<file path="config.mk">
export PLATFORM = sky130hd
export DESIGN_NAME = fmr_top
export DESIGN_NICKNAME = d
export VERILOG_FILES = /design/src/inc/fmr_pkg.sv /design/src/inc/fmr_cfg_if.sv /design/src/logic/fmr_top.sv /design/src/logic/fmr_regs.sv
export SDC_FILE = /design/constraint.sdc
export NUM_CORES = 1
export LEC_CHECK = 0
export ABC_AREA = 1
export BUFFER_PORTS_ARGS = -buffer_cell sky130_fd_sc_hd__buf_4
export CORE_ASPECT_RATIO = 1.25
export CORE_MARGIN = 4
export CORE_UTILIZATION = 63
export CTS_BUF_LIST = sky130_fd_sc_hd__clkbuf_4 sky130_fd_sc_hd__clkbuf_8
export CTS_CLUSTER_SIZE = 28
export DETAILED_ROUTE_END_ITERATION = 10
export GPL_TIMING_DRIVEN = 0
export PLACE_DENSITY_LB_ADDON = 0.25
export SYNTH_ARGS = -nofsm -noshare
export SYNTH_HDL_FRONTEND = slang
export SYNTH_SLANG_ARGS = --single-unit
export TNS_END_PERCENT = 100
</file>
<file path="constraint.sdc">
create_clock -name clk -period 3.75 [get_ports clk]
set_input_delay 0.75 -clock clk [delete_from_list [all_inputs] [get_ports clk]]
set_output_delay 0.75 -clock clk [all_outputs]
set_load 0.01 [all_outputs]
</file>
<file path="src/inc/fmr_pkg.sv">
// Package: constants, layout and types of the frame memory reader
`default_nettype none
package fmr_pkg;
  // ----------------------------------------
  // Widths and buffer sizing
  // ----------------------------------------
  localparam int unsigned FMR_DATA_W   = 32;
  localparam int unsigned FMR_ADDR_W   = 32;
  localparam int unsigned FMR_BURST_W  = 4;
  localparam int unsigned FMR_WORDS_W  = 16;
  localparam int unsigned FMR_SADDR_W  = 3;
  localparam int unsigned FMR_FIFO_DEP = 16;
  localparam int unsigned FMR_FIFO_AW  = 4;
  localparam int unsigned FMR_CNT_W    = 5;
  localparam logic [FMR_BURST_W-1:0] FMR_BURST_MAX = 4'h8;
  localparam logic [FMR_ADDR_W-1:0]  FMR_BYTES_PER_WORD = 32'h0000_0004;

  // ----------------------------------------
  // Slave word offsets
  // ----------------------------------------
  localparam logic [FMR_SADDR_W-1:0] FMR_REG_CTRL   = 3'h0;
  localparam logic [FMR_SADDR_W-1:0] FMR_REG_STATUS = 3'h1;
  localparam logic [FMR_SADDR_W-1:0] FMR_REG_IRQ    = 3'h2;
  localparam logic [FMR_SADDR_W-1:0] FMR_REG_BASE   = 3'h3;
  localparam logic [FMR_SADDR_W-1:0] FMR_REG_WORDS  = 3'h4;
  localparam logic [FMR_SADDR_W-1:0] FMR_REG_BURST  = 3'h5;

  // ----------------------------------------
  // Field positions and reset values
  // ----------------------------------------
  localparam int unsigned FMR_CTRL_RUN_BIT  = 0;
  localparam int unsigned FMR_CTRL_IEN_BIT  = 1;
  localparam int unsigned FMR_STAT_BUSY_BIT = 0;
  localparam int unsigned FMR_IRQ_DONE_BIT  = 0;
  localparam logic [FMR_ADDR_W-1:0]  FMR_BASE_RST  = 32'h0000_0000;
  localparam logic [FMR_WORDS_W-1:0] FMR_WORDS_RST = 16'h0000;
  localparam logic [FMR_BURST_W-1:0] FMR_BURST_RST = 4'h8;

  typedef enum logic [1:0] {
    FMR_IDLE  = 2'b00,
    FMR_FETCH = 2'b01,
    FMR_FLUSH = 2'b11
  } fmr_state_t;
endpackage
`default_nettype wire

</file>
<file path="src/inc/fmr_cfg_if.sv">
// Interface: configuration and status between register slave and fetch engine
`timescale 1ns/1ps
`default_nettype none
interface fmr_cfg_if;
  import fmr_pkg::*;
  logic                   run;
  logic [FMR_ADDR_W-1:0]  base_addr;
  logic [FMR_WORDS_W-1:0] frame_words;
  logic [FMR_BURST_W-1:0] burst_len;
  logic                   busy;
  logic                   frame_done;

  modport regs   (output run, base_addr, frame_words, burst_len, input busy, frame_done);
  modport engine (input run, base_addr, frame_words, burst_len, output busy, frame_done);
endinterface
`default_nettype wire

</file>
<file path="src/logic/fmr_top.sv">
// Frame memory reader: burst fetch master, pixel buffer and packet stream output
`timescale 1ns/1ps
`default_nettype none
// Behaviour
// RL1: All main logic, stream and slave port included, updates on rising clk only.
// RL2: Reset clears the device; the system releases it in step with clk.
// RL3: Output valid only with pixel data; sink raises ready when it can accept.
// RL4: Start-of-packet marks a frame's first beat, end-of-packet its last.
// RL5: Slave address is a word offset, not a byte address.
// RL6: Slave read strobe returns the addressed register word.
// RL7: Slave write strobe stores write data into the addressed register.
// RL8: Interrupt rises once the interrupt status has been updated; host reads it.
// RL9: Fetch addresses are byte addresses in the memory space.
// RL10: Burst count gives the number of transfers in each read burst.
// RL11: Read strobe issues a request with valid address and burst count.
// RL12: While wait request is high the request is held steady.
// RL13: Read data is taken only in cycles with read data valid.
// RL14: Fetch port runs on its clock edge and has its own reset.
// RL15: Differing fetch clock needs a safe crossing between domains.
module fmr_top
  import fmr_pkg::*;
(
  input  wire logic                   clk,
  input  wire logic                   rst_b,
  input  wire logic                   fetch_port_reset,
  output logic      [FMR_DATA_W-1:0]  dout_data,
  output logic                        dout_valid,
  input  wire logic                   dout_ready,
  output logic                        dout_startofpacket,
  output logic                        dout_endofpacket,
  input  wire logic [FMR_SADDR_W-1:0] slave_address,
  input  wire logic                   slave_read,
  output logic      [FMR_DATA_W-1:0]  slave_readdata,
  input  wire logic                   slave_write,
  input  wire logic [FMR_DATA_W-1:0]  slave_writedata,
  output logic                        host_interrupt,
  output logic      [FMR_ADDR_W-1:0]  master_address,
  output logic      [FMR_BURST_W-1:0] master_burstcount,
  output logic                        master_read,
  input  wire logic                   master_waitrequest,
  input  wire logic [FMR_DATA_W-1:0]  master_readdata,
  input  wire logic                   master_readdatavalid
);
  fmr_cfg_if cfg ();

  fmr_regs u_regs (
    .clk             (clk),
    .rst_b           (rst_b),
    .slave_address   (slave_address),
    .slave_read      (slave_read),
    .slave_readdata  (slave_readdata),
    .slave_write     (slave_write),
    .slave_writedata (slave_writedata),
    .host_interrupt  (host_interrupt),
    .cfg             (cfg)
  );

  // ----------------------------------------
  // Fetch port reset synchroniser
  // ----------------------------------------
  // Fetch port shares clk here, so no data crossing is needed; its reset
  // is still an outside level and passes two flops first. [RL14] [RL15]
  logic fpr_meta;
  logic fpr_sync;
  always_ff @(posedge clk) begin
    if (!rst_b) begin
      fpr_meta <= 1'b1;
      fpr_sync <= 1'b1;
    end else begin
      fpr_meta <= fetch_port_reset;
      fpr_sync <= fpr_meta;
    end
  end

  logic clr;
  assign clr = !rst_b || fpr_sync; // [RL2] [RL14]

  // ----------------------------------------
  // Frame control state
  // ----------------------------------------
  fmr_state_t             state;
  logic [FMR_WORDS_W-1:0] req_left;
  logic [FMR_WORDS_W-1:0] out_left;
  logic [FMR_CNT_W-1:0]   pending;
  logic [FMR_CNT_W-1:0]   fill;
  logic [FMR_BURST_W-1:0] blen;
  logic [FMR_BURST_W-1:0] next_len;
  logic                   req_taken;
  logic                   beat_out;
  logic                   last_beat;
  logic                   space_ok;
  logic                   fifo_pop;

  // Burst length clamped to 1..max and to what remains of the frame
  always_comb begin
    blen = cfg.burst_len;
    if (blen == '0) begin
      blen = 4'h1;
    end else if (blen > FMR_BURST_MAX) begin
      blen = FMR_BURST_MAX;
    end
    next_len = (req_left < {{(FMR_WORDS_W-FMR_BURST_W){1'b0}}, blen}) ? req_left[FMR_BURST_W-1:0] : blen;
  end

  // Issue only when the whole burst fits: read data cannot be stalled
  assign space_ok  = ({1'b0, fill} + {1'b0, pending} + {2'b00, next_len})
                     <= (FMR_CNT_W+1)'(FMR_FIFO_DEP);
  assign req_taken = master_read && !master_waitrequest;
  assign beat_out  = dout_valid && dout_ready;
  assign last_beat = beat_out && dout_endofpacket;

  always_ff @(posedge clk) begin
    if (clr) begin
      state <= FMR_IDLE;
    end else begin
      unique case (state)
        FMR_IDLE:  if (cfg.run && cfg.frame_words != '0) state <= FMR_FETCH;
        FMR_FETCH: if (req_taken && req_left == {{(FMR_WORDS_W-FMR_BURST_W){1'b0}}, master_burstcount})
                     state <= FMR_FLUSH;
        FMR_FLUSH: if (last_beat) state <= FMR_IDLE;
      endcase
    end
  end

  assign cfg.busy = (state != FMR_IDLE);

  always_ff @(posedge clk) begin
    if (clr) begin
      cfg.frame_done <= 1'b0;
    end else begin
      cfg.frame_done <= last_beat; // [RL8]
    end
  end

  // ----------------------------------------
  // Read master
  // ----------------------------------------
  always_ff @(posedge clk) begin
    if (clr) begin
      master_read       <= 1'b0;
      master_address    <= '0;
      master_burstcount <= '0;
      req_left          <= '0;
    end else if (state == FMR_IDLE) begin
      master_read    <= 1'b0;
      master_address <= cfg.base_addr; // [RL9]
      req_left       <= cfg.frame_words;
    end else if (master_read) begin
      if (!master_waitrequest) begin // [RL12]
        master_read    <= 1'b0;
        master_address <= master_address + FMR_BYTES_PER_WORD * {28'h0000000, master_burstcount}; // [RL9]
        req_left       <= req_left - {{(FMR_WORDS_W-FMR_BURST_W){1'b0}}, master_burstcount};
      end
    end else if (state == FMR_FETCH && space_ok) begin
      master_read       <= 1'b1; // [RL11]
      master_burstcount <= next_len; // [RL10]
    end
  end

  // Words asked for but not yet returned
  always_ff @(posedge clk) begin
    if (clr) begin
      pending <= '0;
    end else begin
      pending <= pending + (req_taken ? {1'b0, master_burstcount} : 5'h00)
                         - (master_readdatavalid ? 5'h01 : 5'h00);
    end
  end

  // ----------------------------------------
  // Pixel buffer
  // ----------------------------------------
  logic [FMR_DATA_W-1:0]  mem [FMR_FIFO_DEP];
  logic [FMR_FIFO_AW-1:0] wr_ptr;
  logic [FMR_FIFO_AW-1:0] rd_ptr;

  assign fifo_pop = (fill != '0) && (!dout_valid || dout_ready);

  always_ff @(posedge clk) begin
    if (master_readdatavalid) begin
      mem[wr_ptr] <= master_readdata; // [RL13]
    end
  end

  always_ff @(posedge clk) begin
    if (clr) begin
      wr_ptr <= '0;
      rd_ptr <= '0;
      fill   <= '0;
    end else begin
      if (master_readdatavalid) begin
        wr_ptr <= wr_ptr + 4'h1; // [RL13]
      end
      if (fifo_pop) begin
        rd_ptr <= rd_ptr + 4'h1;
      end
      fill <= fill + (master_readdatavalid ? 5'h01 : 5'h00) - (fifo_pop ? 5'h01 : 5'h00);
    end
  end

  // ----------------------------------------
  // Stream output stage
  // ----------------------------------------
  always_ff @(posedge clk) begin
    if (clr) begin
      dout_valid         <= 1'b0;
      dout_data          <= '0;
      dout_startofpacket <= 1'b0;
      dout_endofpacket   <= 1'b0;
      out_left           <= '0;
    end else begin
      if (state == FMR_IDLE && cfg.run && cfg.frame_words != '0) begin
        out_left <= cfg.frame_words;
      end
      if (fifo_pop) begin
        dout_valid         <= 1'b1; // [RL3] [RL1]
        dout_data          <= mem[rd_ptr];
        dout_startofpacket <= (out_left == cfg.frame_words) && state != FMR_IDLE; // [RL4]
        dout_endofpacket   <= (out_left == 16'h0001); // [RL4]
        out_left           <= out_left - 16'h0001;
      end else if (dout_ready) begin
        dout_valid         <= 1'b0; // [RL3]
        dout_startofpacket <= 1'b0;
        dout_endofpacket   <= 1'b0;
      end
    end
  end
endmodule
`default_nettype wire

</file>
<file path="src/logic/fmr_regs.sv">
// Register slave of the frame memory reader with its host interrupt
`timescale 1ns/1ps
`default_nettype none
module fmr_regs
  import fmr_pkg::*;
(
  input  wire logic                   clk,
  input  wire logic                   rst_b,
  input  wire logic [FMR_SADDR_W-1:0] slave_address,
  input  wire logic                   slave_read,
  output logic      [FMR_DATA_W-1:0]  slave_readdata,
  input  wire logic                   slave_write,
  input  wire logic [FMR_DATA_W-1:0]  slave_writedata,
  output logic                        host_interrupt,
  fmr_cfg_if.regs                     cfg
);
  logic                   run;
  logic                   irq_en;
  logic                   done_flag;
  logic [FMR_ADDR_W-1:0]  base_addr;
  logic [FMR_WORDS_W-1:0] frame_words;
  logic [FMR_BURST_W-1:0] burst_len;

  // ----------------------------------------
  // Read decode
  // ----------------------------------------
  function automatic logic [FMR_DATA_W-1:0] read_word(input logic [FMR_SADDR_W-1:0] a);
    logic [FMR_DATA_W-1:0] w;
    w = '0;
    unique case (a)
      FMR_REG_CTRL: begin
        w[FMR_CTRL_RUN_BIT] = run;
        w[FMR_CTRL_IEN_BIT] = irq_en;
      end
      FMR_REG_STATUS: w[FMR_STAT_BUSY_BIT] = cfg.busy;
      FMR_REG_IRQ:    w[FMR_IRQ_DONE_BIT]  = done_flag;
      FMR_REG_BASE:   w = base_addr;
      FMR_REG_WORDS:  w[FMR_WORDS_W-1:0] = frame_words;
      FMR_REG_BURST:  w[FMR_BURST_W-1:0] = burst_len;
      default:        w = '0;
    endcase
    return w;
  endfunction

  // Address is a word index, never a byte address [RL5]
  always_ff @(posedge clk) begin
    if (!rst_b) begin
      slave_readdata <= '0;
    end else if (slave_read) begin
      slave_readdata <= read_word(slave_address); // [RL6]
    end
  end

  // ----------------------------------------
  // Writable registers
  // ----------------------------------------
  always_ff @(posedge clk) begin
    if (!rst_b) begin
      run         <= 1'b0;
      irq_en      <= 1'b0;
      base_addr   <= FMR_BASE_RST;
      frame_words <= FMR_WORDS_RST;
      burst_len   <= FMR_BURST_RST;
    end else if (slave_write) begin
      unique case (slave_address)
        FMR_REG_CTRL: begin
          run    <= slave_writedata[FMR_CTRL_RUN_BIT]; // [RL7]
          irq_en <= slave_writedata[FMR_CTRL_IEN_BIT];
        end
        FMR_REG_BASE:  base_addr   <= slave_writedata;
        FMR_REG_WORDS: frame_words <= slave_writedata[FMR_WORDS_W-1:0];
        FMR_REG_BURST: burst_len   <= slave_writedata[FMR_BURST_W-1:0];
        default: ;
      endcase
    end
  end

  // Sticky frame-done flag, write one to clear; a new event beats the clear
  always_ff @(posedge clk) begin
    if (!rst_b) begin
      done_flag <= 1'b0;
    end else if (cfg.frame_done) begin
      done_flag <= 1'b1; // [RL8]
    end else if (slave_write && slave_address == FMR_REG_IRQ && slave_writedata[FMR_IRQ_DONE_BIT]) begin
      done_flag <= 1'b0;
    end
  end

  always_ff @(posedge clk) begin
    if (!rst_b) begin
      host_interrupt <= 1'b0;
    end else begin
      host_interrupt <= done_flag & irq_en; // [RL8]
    end
  end

  assign cfg.run         = run;
  assign cfg.base_addr   = base_addr;
  assign cfg.frame_words = frame_words;
  assign cfg.burst_len   = burst_len;
endmodule
`default_nettype wire

</file>
# --- After elaboration in Yosys (flattened, before gate mapping) ---
# Memory sizes are Yosys's and may differ from the RTL's. A register that Yosys moved wholly into a read port is not among the register bits.
# Index checks and enable logic that the tools add are counted.
word_totals:
  ff_bits: 183
  mem_bits_rw: 512
  input_bits: 75
  output_inout_bits: 105
  elab_cells: 125
  n_memories: 1
mem_list:
  columns: ["memory", "depth", "word_bits", "rd", "rd_clocked_by_memory_dff", "wr", "line", "text"]
  rows:
  - ["mem", 16, 32, 1, 1, 1, "fmr_top.sv:173", "logic [FMR_DATA_W-1:0] mem [FMR_FIFO_DEP];"]
classes:
  add_sub_neg: 11
  magnitude_cmp: 3
  n_eq_ne: 14
  n_mux: 34
  n_bitwise: 3
  reduce_logical: 35
op_table:
  columns: ["operator", "count"]
  rows:
  - ["$mux 16", 6]
  - ["$mux 32", 3]
  - ["$add 32x6->32", 1]
  - ["$pmux 12 s2", 1]
  - ["$eq 16x1->1 const B", 1]
  - ["$eq 16x16->1", 1]
  - ["$eq 16x4->1", 1]
  - ["$lt 16x4->1", 1]
  - ["$mux 4", 4]
  - ["$reduce_bool 16->1", 1]
  - ["$sub 16x1->16 const B", 1]
  - ["$sub 16x4->16", 1]
  - ["$mux 1", 13]
  - ["$logic_and 1x1->1", 12]
  - ["$pmux 2 s3", 2]
  - ["$reduce_and 2->1", 5]
  - ["$reduce_bool 2->1", 5]
  - ["$add 4x1->4 const B", 2]
  - ["$add 5x5->6", 1]
  - ["$add 6x4->6", 1]
  - ["$eq 3x2->1 const B", 2]
  - ["$eq 3x3->1 const B", 2]
  - ["$le 6x5->1 const B", 1]
  - ["$mux 2", 3]
  - ["22 further kinds", 29]

# --- Depth between registers and ports, before layout ---
depth:
  depth_word: 10
  ltp_mapped: 27
  ltp_nobuf: 27

# --- Modules after synthesis ---
# Synthesis repeated with hierarchy kept, for this count alone.
hier_totals:
  hier_cells: 3203
  hier_area_um2: 32034.5
modules_own_cells:
  columns: ["module", "n_inst", "cells_each", "area_per_inst_um2", "seq_area_each_um2"]
  rows:
  - ["fmr_top", 1, 2765, 28591.2, 17917.2]
  - ["fmr_regs", 1, 438, 3443.3, 1761.7]

# --- Least setup slack after synthesis ---
# OpenSTA, ideal clock, no wires.
synth_path:
  path_type: "reg2reg"
  startpoint: "register req_left[6]"
  endpoint: "register master_burstcount[0]"
  setup_time_ns: 0.056
  t_arrival_ns: 3.311
  required_time_ns: 3.694
  path_slack_ns: 0.383
  path_stages_with_launch: 20
  path_buffers: 0
  synth_period_minus_slack_ns: 3.367
  path_cell_list: "dfxtp_1 inv_1 nand2_1 nor3_1 nor3b_1 nand3_1 and2_1 fa_1 inv_1 ha_1 inv_1 fa_1 xor2_1 nand4_1 o21ai_0 o21ai_0 inv_1 nand3_1 nand2_1 inv_1"
synth_via:
  elab_chain_len: 6
synth_lines:
  columns: ["element", "line", "text"]
  rows:
  - ["start, declared", "fmr_top.sv:82", "logic [FMR_WORDS_W-1:0] req_left;"]
  - ["start signal, assigned", "fmr_top.sv:147", "req_left <= cfg.frame_words;"]
  - ["start signal, assigned", "fmr_top.sv:152", "req_left <= req_left - {{(FMR_WORDS_W-FMR_BURST_W){1'b0}}, master_burstcount};"]
  - ["$lt 16x4->1 *", "fmr_top.sv:102", "next_len = (req_left < {{(FMR_WORDS_W-FMR_BURST_W){1'b0}}, blen}) ? req_left[FMR_BURST_W-1:0] : blen;"]
  - ["$mux 4 *", "fmr_top.sv:102", null]
  - ["$add 6x4->6", "fmr_top.sv:106", "assign space_ok = ({1'b0, fill} + {1'b0, pending} + {2'b00, next_len})"]
  - ["$le 6x5->1", "fmr_top.sv:107", "<= (FMR_CNT_W+1)'(FMR_FIFO_DEP);"]
  - ["$logic_and 1x1->1", "fmr_top.sv:154", "end else if (state == FMR_FETCH && space_ok) begin"]
  - ["$reduce_and 3->1 (no source line)", null, null]
  - ["end signal, assigned", "fmr_top.sv:156", "master_burstcount <= next_len;"]
  - ["end, declared", "fmr_top.sv:38", "output logic [FMR_BURST_W-1:0] master_burstcount,"]
# Mark *: on every way between the ends. The rest lies on a longest branch, timed or not.
# A chain may end at the register's enable or synchronous reset.

# --- Worst setup path in the final report ---
layout_path:
  startpoint: "register u_regs.burst_len[1], in the netlist u_regs.cfg.burst_len[1]"
  endpoint: "register master_burstcount[1]"
layout_via:
  elab_chain_len: 9
  elab_cells_between_ends: 10
  classes_between: "1 x add/sub; 3 x order compare; 3 x mux; 3 x reduce/logical"
layout_lines:
  columns: ["element", "line", "text"]
  rows:
  - ["start, declared", "fmr_regs.sv:22", "logic [FMR_BURST_W-1:0] burst_len;"]
  - ["start signal, assigned", "fmr_regs.sv:72", "FMR_REG_BURST: burst_len <= slave_writedata[FMR_BURST_W-1:0];"]
  - ["$gt 4x4->1", "fmr_top.sv:99", "end else if (blen > FMR_BURST_MAX) begin"]
  - ["$mux 4", "fmr_top.sv:99", null]
  - ["$mux 4 *", "fmr_top.sv:97", "if (blen == '0) begin"]
  - ["$lt 16x4->1", "fmr_top.sv:102", null]
  - ["$mux 4 *", "fmr_top.sv:102", null]
  - ["net next_len[1]", "fmr_top.sv:87", "logic [FMR_BURST_W-1:0] next_len;"]
  - ["$add 6x4->6", "fmr_top.sv:106", null]
  - ["$le 6x5->1", "fmr_top.sv:107", null]
  - ["$logic_and 1x1->1", "fmr_top.sv:154", null]
  - ["$reduce_and 3->1 (no source line)", null, null]
# The timed path passes the listed nets; every way through them passes the cells marked *.

==> impl_metrics.tcl <==
set metrics [dict create \
    grt_pass1_wl_mm 152.7 \
    synth_area_um2 31150 \
    pwr-share-comb 0.038 \
    holdPathEnd "fpr_meta" \
    dp_slack_ns -0.3779 \
    ys_warn_count 0 \
    r2r_start "u_regs.cfg.burst_len[1]" \
    r2r.worst_path.cells 24 \
    gr-total-overflow 0 \
    slowest_stage "fa_1" \
    syn-num-nets 3199 \
    crit_fanout 6 \
    setup_viol 0 \
    min_path_type "in2reg" \
    grt_pass1_vias 25800 \
    core_area_um2 48650 \
    fin_ws_ns 0.1632 \
    fin_nets 3503 \
    antenna_found_initial 3 \
    switchingPower_uw 3611 \
    cp_cell_sequence "inv_4, nor2_4, inv_2, ha_1, nand2_1, nand2_1, nand2_1, nand4_1, nand2_1, nand2_1, fa_1, ha_2, inv_2, fa_2, o21ai_2, nand2_2, nand3_2, nand2_1, nor2_2, o21ai_4, inv_2, nand3_1, nand2_1, inv_1" \
    numCtsBuffers 108 \
    maxSlewHeadroom 0.1696 \
    path_class "reg2reg" \
    clock_sinks 727 \
    period_share 0.9565 \
    num_io_pins 180 \
    startpoint_type "flop" \
    holdCritStartpoint "fetch_port_reset" \
    cp_common_cell "nand2_1" \
    leakage_uw 0.01307 \
    floorplan.initialDensity 0.6404 \
    path_depth 24 \
    yosysUniqueCellTypes 44 \
    synth_seq_cells 727 \
    drc 0 \
    clock_skew_ns 0.02088 \
    drive_gt1_frac 0.1429 \
    port_buffers 178 \
    period_minus_slack_ns 3.587 \
    drv_slew 0 \
    clock_latency_ns 0.72 \
    synth_cells 3078 \
    cts_tree "built" \
    rrSetupSlack_ns 0.16 \
    clkTransAtPathRegs_ns 0.07 \
    pwr-share-clk 0.424 \
    swShare 0.2234 \
    p_int_uw 12550 \
    die_w_um 206.9 \
    grt_max_degree 23 \
    rsz0062_at_grt "yes" \
    worstSetupEndpointType "flop" \
    cp.arrival_ns 4.20 \
    vdd_drop_max_mv 0.4816 \
    syn_area_per_cell_um2 10.12 \
    cts_htree_levels 3 \
    p_per_area_nw_per_um2 446.6 \
    hpwl_mm 72.38 \
    cpPeakStageDelay_ns 0.49 \
    synth_edf_count 512 \
    fmax_ghz 0.2788 \
    die_area_um2 53090 \
    rows 90 \
    synthArstFlopShare 0 \
    ctsHoldBuffers 0 \
    critPathBufInv 5 \
    hold_depth 2 \
    crit_required_ns 4.37 \
    drt_iter0_markers 3420 \
    dr.pass1.iters 7 \
    max_cap_violations 0 \
    root_buffer "clkbuf_8" \
    fp.dieH_um 256.6 \
    outcome "finished, final reports clean" \
    worstMarginPinSlew_ns 1.233 \
    routed_wirelength_mm 105.1 \
    via_count 26150 \
    routabilityCongestion 0.9592 \
    p_seq_frac 0.538 \
    r2r-end "master_burstcount[1]" \
    grt_use_total 0.3864 \
    ys.flop_type "edfxtp_1" \
    clock_path_buffers 3 \
    areaGrowthSynthToFinish_pct 16.19 \
    ant_nets 0 \
    via_per_inst 6.343 \
    hold_violations 0 \
    critical-path-top-delay-family "adder cells" \
    tns_ns 0 \
    ys_seq_area_frac 0.6317 \
    wl_per_cell_um 25.51 \
]
cells in the final DEF (no fill, tap or decap), types with 21 or more instances in the layout:
cell type / count
o21ai_1: 79
o21ai_0: 316
o22ai_1: 30
buf_1: 21
clkbuf_4: 38
buf_4: 182
dfxtp_1: 212
ha_1: 36
nand4_1: 23
nand3_1: 180
buf_2: 36
edfxtp_1: 512
nor3_1: 21
clkbuf_1: 102
nor2_1: 516
xor2_1: 23
clkbuf_8: 135
o211ai_1: 162
a21oi_1: 148
nand2_1: 282
inv_1: 245
synth_stat cells, drive strengths merged (2+ instances only):
cell type / count / area, um2
a21oi: 148 / 740.7
a31oi: 12 / 75.07
and2: 3 / 18.77
and3: 2 / 12.51
buf: 73 / 420.4
clkbuf: 102 / 382.9
dfxtp: 215 / 4304
edfxtp: 512 / 15370
fa: 9 / 180.2
ha: 37 / 462.9
inv: 263 / 987.2
nand2: 284 / 1069
nand3: 182 / 910.9
nand3b: 2 / 15.01
nand4: 23 / 143.9
nor2: 539 / 2033
nor3: 22 / 115.1
nor4: 2 / 12.51
o211ai: 162 / 1216
o21ai: 398 / 1996
o221ai: 15 / 131.4
o22ai: 30 / 187.7
or2: 2 / 12.51
xnor2: 8 / 70.07
xor2: 23 / 201.4
state kept, by name, summed over array words and instances, names as in the netlist, 2 cells and up:
signal                  flops
u_regs.cfg.burst_len        4
out_left                   16
dout_data                  32
master_burstcount           4
rd_ptr                      4
wr_ptr                      4
u_regs.cfg.base_addr       32
req_left                   16
u_regs.slave_readdata      32
master_address             32
pending                     5
fill                        5
mem                       512
u_regs.cfg.frame_words     16
state                       2
kinds of logic (layout without fill, tap and decap cells):
logic type | after synthesis | in the layout | synth area share
simple gates | 1062 | 1062 | 0.1397
fa+ha+maj | 46 | 46 | 0.02064
flops | 727 | 727 | 0.6317
xor+xnor | 31 | 31 | 0.008716
buf+inv | 439 | 838 | 0.05760
other cells | 0 | 1 | 0
compound gates | 773 | 773 | 0.1417
worst reg2reg max path, cell delays in order, from the launching register on:
cell	delay, ns
dfxtp_2	0.36
inv_4	0.05
nor2_4	0.18
inv_2	0.05
ha_1	0.27
nand2_1	0.07
nand2_1	0.06
nand2_1	0.06
nand4_1	0.16
nand2_1	0.15
nand2_1	0.07
fa_1	0.49
ha_2	0.20
inv_2	0.05
fa_2	0.38
o21ai_2	0.14
nand2_2	0.08
nand3_2	0.06
nand2_1	0.06
nor2_2	0.15
o21ai_4	0.11
inv_2	0.10
nand3_1	0.08
nand2_1	0.06
inv_1	0.04
timing repair:
action	4_1_cts	5_1_grt
gates resized for setup	10	17
endpoints found under the setup margin	6	5
pin swaps	0	11
endpoints found under the hold margin	0	0
setup buffers	1	0
how the worst max path moves through the flow:
| stage | start | end | slack (ns) |
|---|---|---|---|
| after floorplan | req_left[6] | master_burstcount[0] | 0.38 |
| after global placement | master_readdatavalid | mem[15][27] | -0.89 |
| after detailed placement | u_regs.cfg.burst_len[3] | master_burstcount[1] | -0.38 |
| after CTS | u_regs.cfg.burst_len[1] | master_burstcount[1] | 0.05 |
| after global routing | u_regs.cfg.burst_len[1] | master_burstcount[1] | -0.04 |
| final | u_regs.cfg.burst_len[1] | master_burstcount[1] | 0.16 |
power by group through the flow:
stage	sequential (uW)	clock [uW]	combinational, uW
after global routing	8690	7220	660
after floorplan	8860	0	268
after global placement	8860	0	566
after CTS	8690	6840	598
final	8690	6860	614
after detailed placement	8860	0	594
metrics by stage:
stage	util	total power (uW)	cell area [um2]	cells	hold WS, ns
after floorplan	-	9124	31150	3078	0.3925
after global placement	0.6844	9428	33290	3900	0.4015
after detailed placement	0.6944	9456	33780	3916	0.4087
after CTS	0.7432	16130	36160	4121	0.2032
after global routing	0.7440	16570	36190	4122	0.2385
final	0.7440	16160	36190	4122	0.2374
metal layers:
layer  GRT usage  routed length [um]  vias to the layer above
met5           0                  12                        -
met4      0.3255               10300                        2
met3     0.07710               10540                      538
met2      0.6322               50360                     1936
met1      0.4292               33940                    12290
li1            -                   -                    11380
final cells by class:
cell class	instances	area, um2
buffer	174	799.5
timing repair buffer	195	1709
tap	644	805.8
multi-input combinational	1912	9853
fill	3421	12450
inverter	264	993.5
antenna	1	2.502
clock buffer	173	2143
sequential	727	19690
clock inverter	32	202.7
Power figures use the tool's default switching activity.
